**config.mk**
```make
export PLATFORM = sky130hd
export DESIGN_NAME = pwf_filter
export DESIGN_NICKNAME = d
export VERILOG_FILES = /design/src/logic/pwf_pkg.sv /design/src/logic/pwf_len_decode.sv /design/src/logic/pwf_payload_cmp.sv /design/src/logic/pwf_filter.sv
export VERILOG_INCLUDE_DIRS = /design/src /design/src/logic
export SDC_FILE = /design/constraint.sdc
export NUM_CORES = 1
export LEC_CHECK = 0
export BUFFER_PORTS_ARGS = -buffer_cell sky130_fd_sc_hd__buf_2
export CORE_ASPECT_RATIO = 2
export CORE_MARGIN = 3
export CORE_UTILIZATION = 41
export DETAILED_ROUTE_END_ITERATION = 16
export PLACE_DENSITY_LB_ADDON = 0.05
export SYNTH_ARGS = -nofsm -noshare
export SYNTH_HDL_FRONTEND = slang
export SYNTH_HIERARCHICAL = 1
export SYNTH_SLANG_ARGS = --single-unit
```
**constraint.sdc**
```tcl
create_clock -name sys_clk_i -period 4.67 [get_ports sys_clk_i]
set_input_delay 0.7005 -clock sys_clk_i [delete_from_list [all_inputs] [get_ports sys_clk_i]]
set_output_delay 0.7005 -clock sys_clk_i [all_outputs]
set_load 0.005 [all_outputs]
```
**src/logic/pwf_map.svh**
```systemverilog
// register offsets, field positions and reset values of the wake filter
`ifndef PWF_MAP_SVH
`define PWF_MAP_SVH
`define PWF_ADDR_W          7
`define PWF_OFF_MASK_HI     7'h27
`define PWF_OFF_MASK_MIDHI  7'h28
`define PWF_OFF_MASK_MIDLO  7'h29
`define PWF_OFF_MASK_LO     7'h2A
`define PWF_OFF_LEN_CODE    7'h2B
`define PWF_OFF_PAY7        7'h2C
`define PWF_OFF_PAY6        7'h2D
`define PWF_OFF_PAY5        7'h2E
`define PWF_OFF_PAY4        7'h2F
`define PWF_OFF_PAY3        7'h30
`define PWF_RST_BYTE        8'h00
`define PWF_MASK_LO_FIELD   6:2
`define PWF_LEN_FIELD       3:0
`define PWF_LEN_FULL        4'h8
`define PWF_ID_STD_LSB      18
`define PWF_ID_STD_W        11
`define PWF_NUM_PAY         8
`endif

```
**src/logic/pwf_pkg.sv**
```systemverilog
// types shared by the wake filter files
package pwf_pkg;
    typedef logic [7:0]  pwf_byte_t;
    typedef logic [28:0] pwf_id_t;
    typedef logic [3:0]  pwf_len_t;
    typedef enum logic [1:0] {
        PWF_IDLE,
        PWF_CHECK,
        PWF_DONE
    } pwf_state_t;
endpackage

```
**src/logic/pwf_len_decode.sv**
```systemverilog
// length code to payload byte count decoder
`include "pwf_map.svh"
module pwf_len_decode (
    input  wire pwf_pkg::pwf_len_t code_i,
    output logic [3:0]             bytes_o
);
    import pwf_pkg::*;
    // codes of eight and above all mean a full eight byte payload
    always_comb begin
        if (code_i[3]) begin
            bytes_o = `PWF_LEN_FULL;
        end else begin
            bytes_o = code_i;
        end
    end
endmodule

```
**src/logic/pwf_payload_cmp.sv**
```systemverilog
// per byte payload comparison within the decoded length
`include "pwf_map.svh"
module pwf_payload_cmp (
    input  wire logic [63:0] rx_payload_i,
    input  wire logic [63:0] cfg_payload_i,
    input  wire logic [3:0]  byte_cnt_i,
    output logic             equal_o
);
    import pwf_pkg::*;
    logic [`PWF_NUM_PAY-1:0] byte_ok;
    // byte k counts only when it lies inside the payload length
    genvar k;
    generate
        for (k = 0; k < `PWF_NUM_PAY; k++) begin : g_byte
            assign byte_ok[k] = (4'(k) >= byte_cnt_i) ||
                (rx_payload_i[k*8 +: 8] == cfg_payload_i[k*8 +: 8]);
        end
    endgenerate
    assign equal_o = &byte_ok;
endmodule

```
**src/logic/pwf_filter.sv**
```systemverilog
// partial wake frame filter: configuration store and frame compare
//
// Function
// - mask one compares bit, zero ignores
// - three full mask bytes for ids 28..5
// - low mask in bits 6:2, 1:0 reserved
// - reserved bits drop writes, read zero
// - length code four bits, 7:4 reserved
// - codes one to seven, eight up mean eight
// - code zero means empty payload, cleared value
// - length code must match all four bits
// - payload registers hold one byte, bit0 lsb
// - reset clears mask, length, payload registers
// - valid flag gates matching, cleared on events
// - standard ids compare positions 28 to 18
`include "pwf_map.svh"
module pwf_filter (
    input  wire logic                   sys_clk_i,
    input  wire logic                   rst_n_i,
    input  wire logic                   reg_wr_i,
    input  wire logic [`PWF_ADDR_W-1:0] reg_addr_i,
    input  wire pwf_pkg::pwf_byte_t     reg_wdata_i,
    output pwf_pkg::pwf_byte_t          reg_rdata_o,
    output logic                        reg_hit_o,
    input  wire logic                   cfg_valid_set_i,
    input  wire logic                   other_cfg_wr_i,
    input  wire pwf_pkg::pwf_id_t       cfg_id_i,
    input  wire logic                   cfg_ext_i,
    input  wire logic [23:0]            cfg_pay_low_i,
    input  wire logic                   rx_valid_i,
    input  wire pwf_pkg::pwf_id_t       rx_id_i,
    input  wire logic                   rx_ext_i,
    input  wire logic                   rx_remote_i,
    input  wire pwf_pkg::pwf_len_t      rx_len_i,
    input  wire logic [63:0]            rx_payload_i,
    output logic                        config_valid_flag_o,
    output logic                        wake_frame_match_o,
    output logic                        busy_o
);
    import pwf_pkg::*;

    pwf_byte_t  mask_hi_reg;
    pwf_byte_t  mask_midhi_reg;
    pwf_byte_t  mask_midlo_reg;
    logic [4:0] mask_lo_reg;
    pwf_len_t   len_code_reg;
    pwf_byte_t  pay_reg [3:7];
    logic       valid_reg;
    pwf_state_t state_reg;
    logic       match_reg;
    pwf_id_t    rx_id_reg;
    logic       rx_ext_reg;
    logic       rx_remote_reg;
    pwf_len_t   rx_len_reg;
    logic [63:0] rx_pay_reg;

    // decode of a mapped address, used by writes and reads
    function automatic logic is_mapped(input logic [`PWF_ADDR_W-1:0] a);
        is_mapped = (a >= `PWF_OFF_MASK_HI) && (a <= `PWF_OFF_PAY3);
    endfunction

    // write strobe into this block's registers
    logic wr_hit;
    assign wr_hit = reg_wr_i && is_mapped(reg_addr_i);

    // mask registers; reserved low-mask bits are simply not stored
    always_ff @(posedge sys_clk_i) begin
        if (!rst_n_i) begin
            mask_hi_reg    <= `PWF_RST_BYTE;
            mask_midhi_reg <= `PWF_RST_BYTE;
            mask_midlo_reg <= `PWF_RST_BYTE;
            mask_lo_reg    <= '0;
        end else if (reg_wr_i) begin
            unique case (reg_addr_i)
                `PWF_OFF_MASK_HI:    mask_hi_reg    <= reg_wdata_i;
                `PWF_OFF_MASK_MIDHI: mask_midhi_reg <= reg_wdata_i;
                `PWF_OFF_MASK_MIDLO: mask_midlo_reg <= reg_wdata_i;
                `PWF_OFF_MASK_LO: begin
                    mask_lo_reg <= reg_wdata_i[`PWF_MASK_LO_FIELD];
                end
                default: ;
            endcase
        end
    end

    // length code register, upper nibble discarded
    always_ff @(posedge sys_clk_i) begin
        if (!rst_n_i) begin
            len_code_reg <= '0;
        end else if (reg_wr_i && reg_addr_i == `PWF_OFF_LEN_CODE) begin
            len_code_reg <= reg_wdata_i[`PWF_LEN_FIELD];
        end
    end

    // payload pattern bytes 7 down to 3, one register each
    genvar g;
    generate
        for (g = 3; g <= 7; g++) begin : g_pay
            localparam logic [`PWF_ADDR_W-1:0] OFF =
                `PWF_OFF_PAY7 + 7'(7 - g);
            always_ff @(posedge sys_clk_i) begin
                if (!rst_n_i) begin
                    pay_reg[g] <= `PWF_RST_BYTE;
                end else if (reg_wr_i && reg_addr_i == OFF) begin
                    pay_reg[g] <= reg_wdata_i;
                end
            end
        end
    endgenerate

    // valid flag: clears win over a set in the same cycle, since a
    // config change must never leave a stale pattern armed
    always_ff @(posedge sys_clk_i) begin
        if (!rst_n_i) begin
            valid_reg <= 1'b0;
        end else if (wr_hit || other_cfg_wr_i || match_reg) begin
            valid_reg <= 1'b0;
        end else if (cfg_valid_set_i) begin
            valid_reg <= 1'b1;
        end
    end

    // read mux, reserved positions come back as zero
    always_comb begin
        reg_rdata_o = '0;
        unique case (reg_addr_i)
            `PWF_OFF_MASK_HI:    reg_rdata_o = mask_hi_reg;
            `PWF_OFF_MASK_MIDHI: reg_rdata_o = mask_midhi_reg;
            `PWF_OFF_MASK_MIDLO: reg_rdata_o = mask_midlo_reg;
            // reserved mask positions 7, 1 and 0 read back as zero
            `PWF_OFF_MASK_LO:    reg_rdata_o = {1'b0, mask_lo_reg, 2'b00};
            `PWF_OFF_LEN_CODE:   reg_rdata_o = {4'h0, len_code_reg};
            `PWF_OFF_PAY7:       reg_rdata_o = pay_reg[7];
            `PWF_OFF_PAY6:       reg_rdata_o = pay_reg[6];
            `PWF_OFF_PAY5:       reg_rdata_o = pay_reg[5];
            `PWF_OFF_PAY4:       reg_rdata_o = pay_reg[4];
            `PWF_OFF_PAY3:       reg_rdata_o = pay_reg[3];
            default:             reg_rdata_o = '0;
        endcase
    end
    assign reg_hit_o = is_mapped(reg_addr_i);

    // capture the received frame so the compare sees stable fields
    always_ff @(posedge sys_clk_i) begin
        if (!rst_n_i) begin
            rx_id_reg     <= '0;
            rx_ext_reg    <= 1'b0;
            rx_remote_reg <= 1'b0;
            rx_len_reg    <= '0;
            rx_pay_reg    <= '0;
        end else if (rx_valid_i && state_reg == PWF_IDLE) begin
            rx_id_reg     <= rx_id_i;
            rx_ext_reg    <= rx_ext_i;
            rx_remote_reg <= rx_remote_i;
            rx_len_reg    <= rx_len_i;
            rx_pay_reg    <= rx_payload_i;
        end
    end

    // full identifier mask, one per id bit 28..0
    pwf_id_t id_mask;
    assign id_mask = {mask_hi_reg, mask_midhi_reg, mask_midlo_reg,
                      mask_lo_reg};

    // identifier compare; a standard frame uses only 28..18
    logic [28:0] id_diff;
    logic        id_ok;
    logic [28:0] std_sel;
    assign id_diff = (rx_id_reg ^ cfg_id_i) & id_mask;
    assign std_sel = {{`PWF_ID_STD_W{1'b1}},
                      {`PWF_ID_STD_LSB{1'b0}}};
    always_comb begin
        if (cfg_ext_i) begin
            id_ok = (id_diff == '0);
        end else begin
            id_ok = ((id_diff & std_sel) == '0);
        end
    end

    // payload compare over the decoded byte count
    logic [3:0]  byte_cnt;
    logic        pay_ok;
    logic [63:0] cfg_pay;
    assign cfg_pay = {pay_reg[7], pay_reg[6], pay_reg[5], pay_reg[4],
                      pay_reg[3], cfg_pay_low_i};

    pwf_len_decode u_len (
        .code_i  (len_code_reg),
        .bytes_o (byte_cnt)
    );

    pwf_payload_cmp u_pay (
        .rx_payload_i  (rx_pay_reg),
        .cfg_payload_i (cfg_pay),
        .byte_cnt_i    (byte_cnt),
        .equal_o       (pay_ok)
    );

    // overall decision; remote frames never wake
    logic frame_ok;
    assign frame_ok = id_ok && (rx_len_reg == len_code_reg)
                   && pay_ok && !rx_remote_reg
                   && (rx_ext_reg == cfg_ext_i);

    // capture, check, report: one frame at a time
    always_ff @(posedge sys_clk_i) begin
        if (!rst_n_i) begin
            state_reg <= PWF_IDLE;
        end else begin
            unique case (state_reg)
                PWF_IDLE:  if (rx_valid_i) state_reg <= PWF_CHECK;
                PWF_CHECK: state_reg <= PWF_DONE;
                PWF_DONE:  state_reg <= PWF_IDLE;
            endcase
        end
    end

    // match pulse only while the configuration is valid
    always_ff @(posedge sys_clk_i) begin
        if (!rst_n_i) begin
            match_reg <= 1'b0;
        end else begin
            match_reg <= (state_reg == PWF_CHECK) && frame_ok
                      && valid_reg;
        end
    end

    assign config_valid_flag_o = valid_reg;
    assign wake_frame_match_o  = match_reg;
    assign busy_o              = (state_reg != PWF_IDLE);
endmodule

```
# Yosys cells after proc, flatten, opt, wreduce, memory -nomap -nowiden

Memory sizes are Yosys's and may differ from the RTL's.
Cells that the tools add are included.

Flip-flop bits (word level): 136
RAM bits: 40
Output and inout bits: 12
Memories kept: 1

Memory list:

| name    | depth | width | read ports | clocked after memory_dff | write ports | line             | source |
|---|---|---|---|---|---|---|---|
| pay_reg | 5     | 8     | 5          | 0                        | 5           | pwf_filter.sv:47 | `pwf_byte_t pay_reg [3:7];` |

Magnitude comparators: 10
Eq/ne operators: 23
Muxes and demuxes: 26
Bitwise gates (word level): 8
Reductions and logical operators: 36

Operators by type and width:

| cell               | count |
|---|---|
| $pmux 8 s10        | 1 |
| $eq 7x6->1 const B | 10 |
| $eq 8x8->1         | 8 |
| $logic_not 29->1   | 2 |
| $mux 8             | 5 |
| $and 29x29->29     | 1 |
| $xor 29x29->29     | 1 |
| $mux 1             | 17 |
| $ge 3x4->1 const A | 4 |
| $logic_and 1x1->1  | 15 |
| $logic_or 1x1->1   | 10 |
| $ge 1x4->1 const A | 2 |
| $ge 2x4->1 const A | 2 |
| $reduce_and 2->1   | 4 |
| $reduce_and 8->1   | 1 |
| $ge 7x6->1 const B | 1 |
| $le 7x6->1 const B | 1 |
| $pmux 2 s3         | 1 |
| $or 1x1->1         | 5 |
| $eq 4x4->1         | 1 |
| $mux 4             | 1 |
| $eq 2x1->1 const B | 1 |
| $eq 2x2->1 const B | 1 |
| $logic_not 2->1    | 1 |
| 7 further kinds    | 7 |

# Depth between registers and ports, before layout

Gate-level depths: netlist (run 1).

Depth in word-level cells: 10
Mapped depth: 9
Depth with buffers taken out: 9

# Modules after synthesis

The synthesis (run 1) kept the hierarchy.

Modules (own cells, without submodules):

| module          | times used | cells an instance | area each (sq um) | seq. area each (sq um) |
|---|---|---|---|---|
| pwf_filter      | 1          | 820               | 7438.4            | 3923.8 |
| pwf_payload_cmp | 1          | 96                | 764.5             | 0.0 |
| pwf_len_decode  | 1          | 4                 | 26.3              | 0.0 |

# Worst setup path before layout (run 1)

OpenSTA, ideal clock, no wires.

Path kind: input -> output
Start: in reg_addr_i[3]
End: out reg_rdata_o[1]
Arrival: 1967 ps
Path slack: 2003 ps
Stages: 7
Cells stage by stage: clkbuf_1 > and2b_1 > and3_1 > buf_2 > a221oi_1 > a21oi_1 > a311o_1

Word-level cells in the longest chain between the ends: 2

RTL lines:

| item            | line              | source |
|---|---|---|
| start, declared | pwf_filter.sv:21  | `` input wire logic [`PWF_ADDR_W-1:0] reg_addr_i, `` |
| $eq 7x6->1      | pwf_filter.sv:126 | `unique case (reg_addr_i)` |
| $pmux 8 s10 (*) | pwf_filter.sv:126 |  |
| end, declared   | pwf_filter.sv:23  | `output pwf_pkg::pwf_byte_t reg_rdata_o,` |

Mark *: on every way between the ends. The rest lies on a longest branch, timed or not.

# Worst setup path after layout (run 1)

Start: in reg_addr_i[2]
End: out reg_rdata_o[3]

The elaborated chain is that of the path after synthesis.

==> reports/metrics.cfg, run 1 <==
[sta]
drv_slew=0
fin_crit_sh=0.715
rsz0062_at_grt=no
setup_viol=0
finalSetupTns_ps=0
worst_slew_pin_slew_ps=1030
max_freq_ghz=0.299
period_needed_ps=3340
skew_ps=8.13
hold_viol=0
slew_headroom=0.306

[worst_setup_path]
cp-startpoint=reg_addr_i[2]
r2r_setup_slack_ps=1900
critical_path.max_stage_delay_ps=450
crit_family=simple AND/OR/NAND/NOR gates
start_kind=primary input
cp_common_cell=buf_2
critPathCaptureType=primary output
critPathMaxFanout=21
cp_num_buf_inv=2
critical_path_class=in2out
r2r-start=len_code_reg[3]
crit_slowest_cell=and3_1
arrival_ps=2640
path_cells=buf_2 -> and2b_1 -> and3_1 -> a221oi_1 -> a21oi_1 -> a311o_1 -> buf_2
crit_required_ps=3970

[power]
p_switching_mw=1.01
ir_drop_uv=226
p_leak_nw=3.91
p_per_area_nw_per_um2=379
p_int_mw=2.74
p_seq_frac=0.470
p_comb_frac=0.146
clockPowerShare=0.384
swShare=0.270

[floorplanning]
die-area_um2=21900
row_count=72
dieWidth_um=106
core_um2=19500
dieHeight_um=206
initial_utilization=0.421
ios=186

[detailed_routing]
wl_um=25800
routed-wl-met2_um=13900
dr.pass1.iters=5
met3_length_um=1240
wl_per_cell_um=19.2
route.detailed.drc=0
m1WireLength_um=9410
drtIter0Drc=407
maxUsedRoutingLayer=met4
num_vias=6950
via_per_inst=5.17
ant_nets=0

[finish]
largest_reg_flops=64
finalNetCount=1247
final_common_cell=nand2_1
drive_gt1_frac=0.216
design_area_um2=9880
syn_to_final_growth_pct=20.0
mostFrequentLayoutCells=216 x nand2_1, 185 x buf_2, 136 x dfxtp_1
fillers=1972
multiInputGateArea_um2=4040
seq_area_um2=3920

[place]
dp_hpwl_um=19500
portBuffers=185
gp_congestion=0.930
placed_area_um2=9270

[grt]
grt.overflow.total=0
grt_pass1_vias=6853
grt_max_degree=81
antenna_found_initial=1
grt_usage=0.240
grt_pass1_wl_um=39200

[cts]
cts_root_buffer=clkbuf_16
holdBufCountCts=0
post_cts_resized=0
cts_max_path_buffers=2
clkTransAtPathRegs_ps=60
clkLatencyLatePin_ps=430
post_cts_buffers=0
cts_buffers=17
htree_levels=4
cts_tree=done
cts.sinks=176

[hold_path]
holdCritStartpoint=rx_id_reg[26]
hp-class=reg2reg

[synth]
syn_avg_cell_area_um2=8.94
synth_cells=920
synth_enable_flop_cells=40
synth_top_flop_cell=dfxtp_1
ys_seq_area_frac=0.477
syn_nets=1097
synth.distinct_cells=57
synthArstFlopShare=0
synth_warnings=6
syn_area_um2=8230
ys_ff_latch=176

[outcome]
status=completed

[job]
cap_violations=0

[worst paths after layout]
path | to | depth (start not counted)
setup / recovery | reg_rdata_o[3] | 7
hold / removal | rx_id_reg[26] | 2
setup reg to reg | wake_frame_match_o | 9
hold reg to reg | rx_id_reg[26] | 2
[through the flow]
| stage | cells | hold slack (ps) | total power [mW] | worst slack (ps) | util |
|---|---|---|---|---|---|
| after global placement | 1310 | 454 | 2.35 | 1380 | 0.474 |
| after CTS | 1342 | 468 | 3.80 | 1370 | 0.505 |
| after global routing | 1343 | 481 | 3.92 | 1170 | 0.505 |
| final | 1343 | 465 | 3.75 | 1330 | 0.505 |
| after floorplan | 920 | 437 | 2.13 | 2000 | - |
| after detailed placement | 1310 | 458 | 2.35 | 1360 | 0.474 |
[cell families (layout without fill, tap and decap cells)]
group | count (synthesis) | after routing | synth area share
DFF | 176 | 176 | 0.477
and+or+nand+nor | 363 | 363 | 0.203
buffers and inverters | 64 | 227 | 0.0330
muxes | 33 | 33 | 0.0438
xor gates and xnor gates | 98 | 98 | 0.104
adders and majority gates | 3 | 3 | 0.00456
other | 0 | 1 | 0
AOI/OAI and AO/OA | 183 | 183 | 0.135
[tightest hold or removal path, stage by stage (launching register included)]
cell and delay, ps:
dfxtp_1 320, nand2_1 50, a21oi_1 50
[cells in the mapped netlist (4+ instances only)]
master / count / area share
nand3_1: 19 / 0.012
a22oi_1: 25 / 0.023
a221oi_1: 9 / 0.0096
o21ai_0: 6 / 0.0036
nand4_1: 18 / 0.014
nor4_1: 4 / 0.0030
nor2b_1: 4 / 0.0030
edfxtp_1: 40 / 0.15
nand2_1: 217 / 0.099
clkbuf_1: 39 / 0.018
inv_1: 6 / 0.0027
xnor2_1: 61 / 0.065
and2_1: 42 / 0.032
dfxtp_1: 136 / 0.33
buf_2: 10 / 0.0061
mux2_2: 4 / 0.0055
mux2i_1: 27 / 0.033
buf_1: 6 / 0.0027
a21oi_1: 114 / 0.069
xor2_1: 37 / 0.039
nor2_1: 36 / 0.016
[power by group through the flow]
stage / sequential (mW) / combinational (mW) / clock, mW
6_report: 1.76 / 0.546 / 1.44
5_1_grt: 1.77 / 0.623 / 1.53
4_1_cts: 1.76 / 0.559 / 1.48
3_5_place_dp: 1.80 / 0.557 / 0
3_3_place_gp: 1.80 / 0.551 / 0
2_1_floorplan: 1.76 / 0.364 / 0
[metal layers]
layer  vias to the layer above  track usage
met1                      3201        0.245
li1                       3466            -
met4                         0        0.127
met5                         -            0
met2                       230        0.451
met3                        53       0.0466
[area by class of cell]
cell class	count	area share
Antenna cell	1	0.000253
Clock buffer	26	0.0537
Clock inverter	6	0.00709
Inverter	6	0.00253
Multi-Input combinational cell	680	0.409
Sequential cell	176	0.397
Tap cell	259	0.0328
Timing Repair Buffer	189	0.0968
No activity file was read; power rests on OpenSTA's default activity.
==> inputs of run 2 (changes only) <==
--- a/config.mk
+++ b/config.mk
@@ -6,6 +6,7 @@
 export SDC_FILE = /design/constraint.sdc
 export NUM_CORES = 1
 export LEC_CHECK = 0
+export ABC_AREA = 1
 export BUFFER_PORTS_ARGS = -buffer_cell sky130_fd_sc_hd__buf_2
 export CORE_ASPECT_RATIO = 2
 export CORE_MARGIN = 3
==> constraint.sdc (replaced) <==
create_clock -name sys_clk_i -period 2.7 [get_ports sys_clk_i]
set_input_delay 0.405 -clock sys_clk_i [delete_from_list [all_inputs] [get_ports sys_clk_i]]
set_output_delay 0.405 -clock sys_clk_i [all_outputs]
set_load 0.005 [all_outputs]
==> run 2 against run 1 <==
Combinational power up 140%. Via count up 14%. Worst setup slack got worse by 930 ps. Largest power group unchanged. Core utilization fell by 0.054 points. Clock skew increased by 1.2 ps. Register-to-register slack worse by 1200 ps. Critical endpoint is now reg_rdata_o[1]. Sequential share of layout area decreased by 1.7 points. Sequential cell count did not move. Final cell count up 22%.
==> reports/metrics.cfg, run 2 <==
[grt]
grt_pass1_vias=7791  ; was 6853
antenna_found_initial=1  ; unchanged
grt.overflow.total=0  ; unchanged
grt_max_degree=116  ; was 81
grt_pass1_wl_um=39600  ; was 39200 um
grt_usage=0.231  ; was 0.240

[synth]
synth.most_common_cell=nor2_1  ; was nand2_1
ys_seq_area_frac=0.458  ; was 0.477
yosys-top-cells-count=267 x nor2_1, 243 x nand2_1, 137 x o21ai_0  ; was 217 x nand2_1, 136 x dfxtp_1, 114 x a21oi_1
synth_top_flop_cell=dfxtp_1  ; unchanged
synth_area_leader_cell=dfxtp_1  ; unchanged
syn_avg_cell_area_um2=7.18  ; was 8.94 um2
ys_ff_latch=176  ; unchanged
yosysTopAreaCellShare=0.318  ; was 0.331
synth_cells=1193  ; was 920
synth_enable_flop_cells=40  ; unchanged
synthArstFlopShare=0  ; unchanged
syn_nets=1370  ; was 1097
syn_area_um2=8560  ; was 8230 um2
synth_warnings=6  ; unchanged
netlist_top_cells_area=dfxtp_1 32%, edfxtp_1 14%, nor2_1 12%, nand2_1 11%, o21ai_0 8.0%  ; was dfxtp_1 33%, edfxtp_1 15%, nand2_1 9.9%, a21oi_1 6.9%, xnor2_1 6.5%
synth.distinct_cells=32  ; was 57

[place]
placed_area_um2=9760  ; was 9270 um2
pre_cts_slack_ps=436  ; was 1360 ps
dp_hpwl_um=19800  ; was 19500 um
portBuffers=185  ; unchanged
gp_congestion=0.943  ; was 0.930

[cts]
clkTransAtPathRegs_ps=70  ; was 60 ps
clkLatencyLatePin_ps=440  ; was 430 ps
cts_max_path_buffers=2  ; unchanged
post_cts_resized=0  ; unchanged
cts_buffers=17  ; unchanged
cts.sinks=176  ; unchanged
htree_levels=4  ; unchanged
cts_root_buffer=clkbuf_16  ; unchanged
post_cts_buffers=0  ; unchanged
cts_tree=done  ; unchanged
holdBufCountCts=0  ; unchanged

[sta]
worst_slack_ps=399  ; was 1330 ps
setup_viol=0  ; unchanged
hold_ws_ps=170  ; was 465 ps
finalSetupTns_ps=0  ; unchanged
hold_viol=0  ; unchanged
drv_slew=0  ; unchanged
slew_headroom=0.694  ; was 0.306
fin_crit_sh=0.852
skew_ps=9.37  ; was 8.13 ps
period_needed_ps=2300
max_freq_ghz=0.434
worst_slew_pin_slew_ps=460  ; was 1030 ps
rsz0062_at_grt=no  ; unchanged

[floorplanning]
die-area_um2=22800  ; was 21900 um2
initial_utilization=0.419  ; was 0.421
row_count=74  ; was 72
dieWidth_um=108  ; was 106 um
ios=186  ; unchanged
core_um2=20500  ; was 19500 um2
dieHeight_um=210  ; was 206 um

[power]
p_leak_nw=4.52  ; was 3.91 nW
p_per_area_nw_per_um2=677  ; was 379 nW/um2
ir_drop_uv=417  ; was 226 uV

[finish]
syn_to_final_growth_pct=20.6  ; was 20.0%
multiInputGateArea_um2=4010  ; was 4040 um2
antenna_cells=0  ; was 1
final_common_cell=nor2_1  ; was nand2_1
mostFrequentLayoutCells=267 x nor2_1, 242 x nand2_1, 184 x buf_2  ; was 216 x nand2_1, 185 x buf_2, 136 x dfxtp_1
finalNetCount=1541  ; was 1247
seq_area_um2=3920  ; unchanged
largest_reg_flops=64  ; unchanged
fillers=2150  ; was 1972
drive_gt1_frac=0.187  ; was 0.216
design_area_um2=10300  ; was 9880 um2

[detailed_routing]
via_per_inst=4.83  ; was 5.17
drtIter0Drc=322  ; was 407
dr.pass1.iters=5  ; unchanged
route.detailed.drc=0  ; unchanged
wl_um=25600  ; was 25800 um
wl_per_cell_um=15.6  ; was 19.2 um
ant_nets=0  ; unchanged
num_vias=7933  ; was 6950

[worst_setup_path]
critPathMaxFanout=15  ; was 21
critical_path_class=in2out  ; unchanged
arrival_ps=1900  ; was 2640 ps
timing.rr.end=wake_frame_match_o  ; unchanged
rr_worst_depth=17  ; was 9
crit_required_ps=2300  ; was 3970 ps
r2r-start=pay_reg[0][26]  ; was len_code_reg[3]
r2r_setup_slack_ps=660  ; was 1900 ps
critPathCaptureType=primary output  ; unchanged
start_kind=primary input  ; unchanged

[hold_path]
hp-class=in2reg  ; was reg2reg
min_path_cells=2  ; unchanged
holdCritStartpoint=cfg_ext_i  ; was rx_id_reg[26]
hold_end=wake_frame_match_o  ; was rx_id_reg[26]

[outcome]
status=completed  ; unchanged

[job]
cap_violations=0  ; unchanged

run 2: cell count changes after synthesis, sizes merged, moves of 31 or more:
cell / delta
a21oi: -57
nand2: +31
nor2: +232
xor2: -34
and2: -43
inv: +110
o21ai: +134
nand3: +32
run 2: stage by stage:
| step | total power, mW | instances | utilization |
|---|---|---|---|
| 6_report | 6.99 | 1643 | 0.505 |
| 5_1_grt | 7.41 | 1643 | 0.505 |
| 4_1_cts | 7.08 | 1643 | 0.505 |
| 3_5_place_dp | 4.66 | 1611 | 0.477 |
| 3_3_place_gp | 4.63 | 1611 | 0.477 |
| 2_1_floorplan | 4.19 | 1193 | - |
run 2: worst max-delay path: stages:
cell and delay [ps]:
buf_2 110, inv_1 80, nand3_2 210, inv_2 290, nand2_2 180, o21ai_0 300
inv_1 70, nand4_1 130, buf_2 130
run 2: worst max path at each step:
stage | from | end | slack (ps)
final | reg_addr_i[6] | reg_rdata_o[1] | 400
after floorplan | reg_addr_i[6] | pay_reg[0][16] | 810
after global placement | reg_addr_i[0] | reg_rdata_o[7] | 470
after CTS | reg_addr_i[1] | reg_rdata_o[7] | 420
after detailed placement | reg_addr_i[1] | reg_rdata_o[7] | 440
after global routing | reg_addr_i[6] | reg_rdata_o[3] | 270
run 2: logic make-up (layout without fill, tap and decap cells):
group,count (synthesis),count (layout),synth area share
AO/OA/AOI/OAI,203,203,0.121
adder cells (fa/ha/maj),3,3,0.00438
XOR/XNOR,55,55,0.0562
flip-flops,176,176,0.458
buffers and inverters,161,345,0.0744
AND/OR/NAND/NOR,595,595,0.285
run 2: area by class of cell:
type,count,share of cell area
Multi-Input combinational cell,856,0.388
Sequential cell,176,0.380
Timing Repair Buffer,196,0.102
Inverter,117,0.0425
Clock buffer,18,0.0416
Tap cell,266,0.0322
Clock inverter,14,0.0137
run 2: where the power goes:
part	leakage, nW	internal [mW]	switching [mW]	total, mW
Combinational	2.75	0.554	0.760	1.31
Clock	0.264	1.36	1.05	2.41
Sequential	1.50	3.02	0.243	3.26
Total	4.52	4.93	2.06	6.99
run 2: metal layers:
metal	wire length, um	track usage	up-vias
li1	-	-	4129
met1	9410	0.235	3568
met2	13800	0.431	184
met3	1060	0.0389	52
met4	1310	0.132	0
met5	0	0	-
==> inputs of run 3 (changes only) <==
--- a/config.mk
+++ b/config.mk
@@ -15,5 +15,4 @@
 export PLACE_DENSITY_LB_ADDON = 0.05
 export SYNTH_ARGS = -nofsm -noshare
 export SYNTH_HDL_FRONTEND = slang
-export SYNTH_HIERARCHICAL = 1
 export SYNTH_SLANG_ARGS = --single-unit
==> run 3 against run 2 <==
Critical path depth is 2 higher. Sequential share of layout area is 0.41 points higher. Via count is 4.5% lower. Wire length is 0.69% lower. Core utilization is 0.61 points higher. Critical endpoint is now reg_rdata_o[5].
==> reports/metrics.cfg, run 3 <==
[floorplanning]
dieHeight_um=209  ; was 210 um
die-area_um2=22400  ; was 22800 um2
ios=186  ; unchanged
row_count=73  ; was 74
initial_utilization=0.421  ; was 0.419
core_um2=20000  ; was 20500 um2
dieWidth_um=107  ; was 108 um

[sta]
slew_headroom=0.610  ; was 0.694
fin_crit_sh=0.790  ; was 0.852
drv_slew=0  ; unchanged
finalSetupTns_ps=0  ; unchanged
worst_slew_pin_slew_ps=586  ; was 460 ps
rsz0062_at_grt=no  ; unchanged
setup_viol=0  ; unchanged
skew_ps=5.98  ; was 9.37 ps
period_needed_ps=2130  ; was 2300 ps
max_freq_ghz=0.469  ; was 0.434 GHz
hold_viol=0  ; unchanged
hold_ws_ps=200  ; was 170 ps

[cts]
cts_max_path_buffers=2  ; unchanged
cts_buffers=17  ; unchanged
htree_levels=4  ; unchanged
cts_tree=done  ; unchanged
post_cts_resized=0  ; unchanged
clkTransAtPathRegs_ps=70  ; about the same
cts.sinks=176  ; unchanged
cts_root_buffer=clkbuf_16  ; unchanged
holdBufCountCts=0  ; unchanged
post_cts_buffers=0  ; unchanged
clkLatencyLatePin_ps=440  ; about the same

[synth]
synth_top_family_by_area=simple AND/OR/NAND/NOR gates  ; unchanged
yosysTopAreaCellShare=0.323  ; was 0.318
synth_enable_flop_cells=40  ; unchanged
syn_avg_cell_area_um2=7.57  ; was 7.18 um2
synth_area_leader_cell=dfxtp_1  ; unchanged
synth_warnings=0  ; was 6
synth.most_common_cell=nor2_1  ; unchanged
syn_area_um2=8430  ; was 8560 um2
syn_nets=1291  ; was 1370
ys_ff_latch=176  ; unchanged
netlist_top_cells_area=dfxtp_1 32%, edfxtp_1 14%, nor2_1 12%, o21ai_0 9.3%, nand2_1 7.6%  ; was dfxtp_1 32%, edfxtp_1 14%, nor2_1 12%, nand2_1 11%, o21ai_0 8.0%
ys_seq_area_frac=0.465  ; was 0.458
synth_simple_gate_area_frac=0.247  ; was 0.285
synth.distinct_cells=41  ; was 32
synth_xor_area_frac=0.0634  ; was 0.0562
synthMuxAreaShare=0  ; unchanged
synth-compound-area-share=0.156  ; was 0.121
synthArstFlopShare=0  ; unchanged
synth_fa_ha_area_frac=0.00445  ; was 0.00438
synth_top_flop_cell=dfxtp_1  ; unchanged
synth_cells=1114  ; was 1193
yosys-top-cells-count=272 x nor2_1, 171 x nand2_1, 156 x o21ai_0  ; was 267 x nor2_1, 243 x nand2_1, 137 x o21ai_0

[job]
cap_violations=0  ; unchanged

[worst_setup_path]
crit_end=reg_rdata_o[5]  ; was reg_rdata_o[1]
rr_worst_depth=10  ; was 17
crit_required_ps=2300  ; about the same
start_kind=primary input  ; unchanged
critPathMaxFanout=12  ; was 15
timing.rr.end=wake_frame_match_o  ; unchanged
cp-startpoint=reg_addr_i[6]  ; unchanged
r2r-start=state_reg[1]  ; was pay_reg[0][26]
r2r_setup_slack_ps=960  ; was 660 ps
critical_path_class=in2out  ; unchanged
critPathCaptureType=primary output  ; unchanged
arrival_ps=1730  ; was 1900 ps

[grt]
grt_util_met1=0.235  ; about the same
grt_usage=0.232  ; was 0.231
busiest_layer=met2  ; unchanged
gr-usage-met2=0.440  ; was 0.431
grt_pass1_wl_um=38900  ; was 39600 um
grt_pass1_vias=7331  ; was 7791
grt_use_met3=0.0479  ; was 0.0389
antenna_found_initial=1  ; unchanged
grt.overflow.total=0  ; unchanged
grt_max_degree=145  ; was 116

[power]
p_leak_nw=4.39  ; was 4.52 nW
ir_drop_uv=424  ; was 417 uV
p_per_area_nw_per_um2=696  ; was 677 nW/um2
power_mw=7.11  ; was 6.99 mW

[finish]
seq_area_um2=3920  ; unchanged
drive_gt1_frac=0.209  ; was 0.187
finalNetCount=1463  ; was 1541
largest_reg_flops=64  ; unchanged
antenna_cells=0  ; unchanged
mostFrequentLayoutCells=272 x nor2_1, 184 x buf_2, 170 x nand2_1  ; was 267 x nor2_1, 242 x nand2_1, 184 x buf_2
fillers=2073  ; was 2150
utilization=0.511  ; was 0.505
multiInputGateArea_um2=3980  ; was 4010 um2
syn_to_final_growth_pct=21.2  ; was 20.6%
stdcell_count=1561  ; was 1643
final_common_cell=nor2_1  ; unchanged

[detailed_routing]
ant_nets=0  ; unchanged
route.detailed.drc=0  ; unchanged
via_per_inst=4.85  ; was 4.83
dr.pass1.iters=5  ; unchanged
drtIter0Drc=302  ; was 322
wl_um=25500  ; was 25600 um
wl_per_cell_um=16.3  ; was 15.6 um
num_vias=7573  ; was 7933

[outcome]
status=completed  ; unchanged

[place]
gp_congestion=0.895  ; was 0.943
portBuffers=185  ; unchanged
dp_hpwl_um=19700  ; was 19800 um
dp_cells=1529  ; was 1611

[hold_path]
hp-class=in2reg  ; unchanged

[run 3: cell types whose count changed after synthesis, sizes merged, moves of 6 or more]
cell	change
xnor2	+7
nand3	-31
nor2	+9
nand2	-67
inv	-30
o21ai	+20
a21oi	+6
clkbuf	-7
[run 3: through the flow]
step | cell area, um2 | setup WS, ps
after floorplan | 8430 | 814
after global placement | 9590 | 567
after detailed placement | 9590 | 543
after CTS | 10200 | 539
after global routing | 10200 | 433
final | 10200 | 567
[run 3: worst min-delay path by stage]
stage | start | cells after the start | end
after floorplan | mask_midhi_reg[6] | 2 | mask_midhi_reg[6]
after global placement | rx_id_reg[23] | 2 | rx_id_reg[23]
after detailed placement | rx_id_reg[20] | 2 | rx_id_reg[20]
after CTS | cfg_valid_set_i | 3 | config_valid_flag_o
after global routing | cfg_valid_set_i | 3 | config_valid_flag_o
final | cfg_valid_set_i | 3 | config_valid_flag_o
[run 3: metal layers]
layer | routed length, um | up-vias
met5 | 13 | -
met4 | 975 | 2
met3 | 1210 | 46
met2 | 14000 | 200
met1 | 9240 | 3379
li1 | - | 3946
[run 3: worst max-delay path, stage by stage]
cell	delay, ps
buf_2	120
inv_2	70
nand2_4	60
nor2_8	230
nand2_2	110
inv_2	150
nand2_1	60
o21ai_0	110
nor2_1	80
o2111ai_1	150
buf_2	170
[run 3: final cells by class]
cell class	count	share of cell area
inverters	88	0.0328
multi-input cells	808	0.389
well taps	262	0.0321
clock inverters	8	0.00955
flip-flops and latches	176	0.384
repair buffers	195	0.101
clock buffers	24	0.0513
[run 3: where the power goes]
group	internal, mW	total [mW]	switching, mW
clock network	1.54	2.57	1.03
registers	3.02	3.25	0.231
logic	0.544	1.29	0.744
[run 3: cells by family after synthesis]
family / count (synthesis)
XOR/XNOR: 61
AND/OR/NAND/NOR: 499
AO/OA/AOI/OAI: 245
flip-flops: 176
buffers and inverters: 130
adder cells (fa/ha/maj): 3
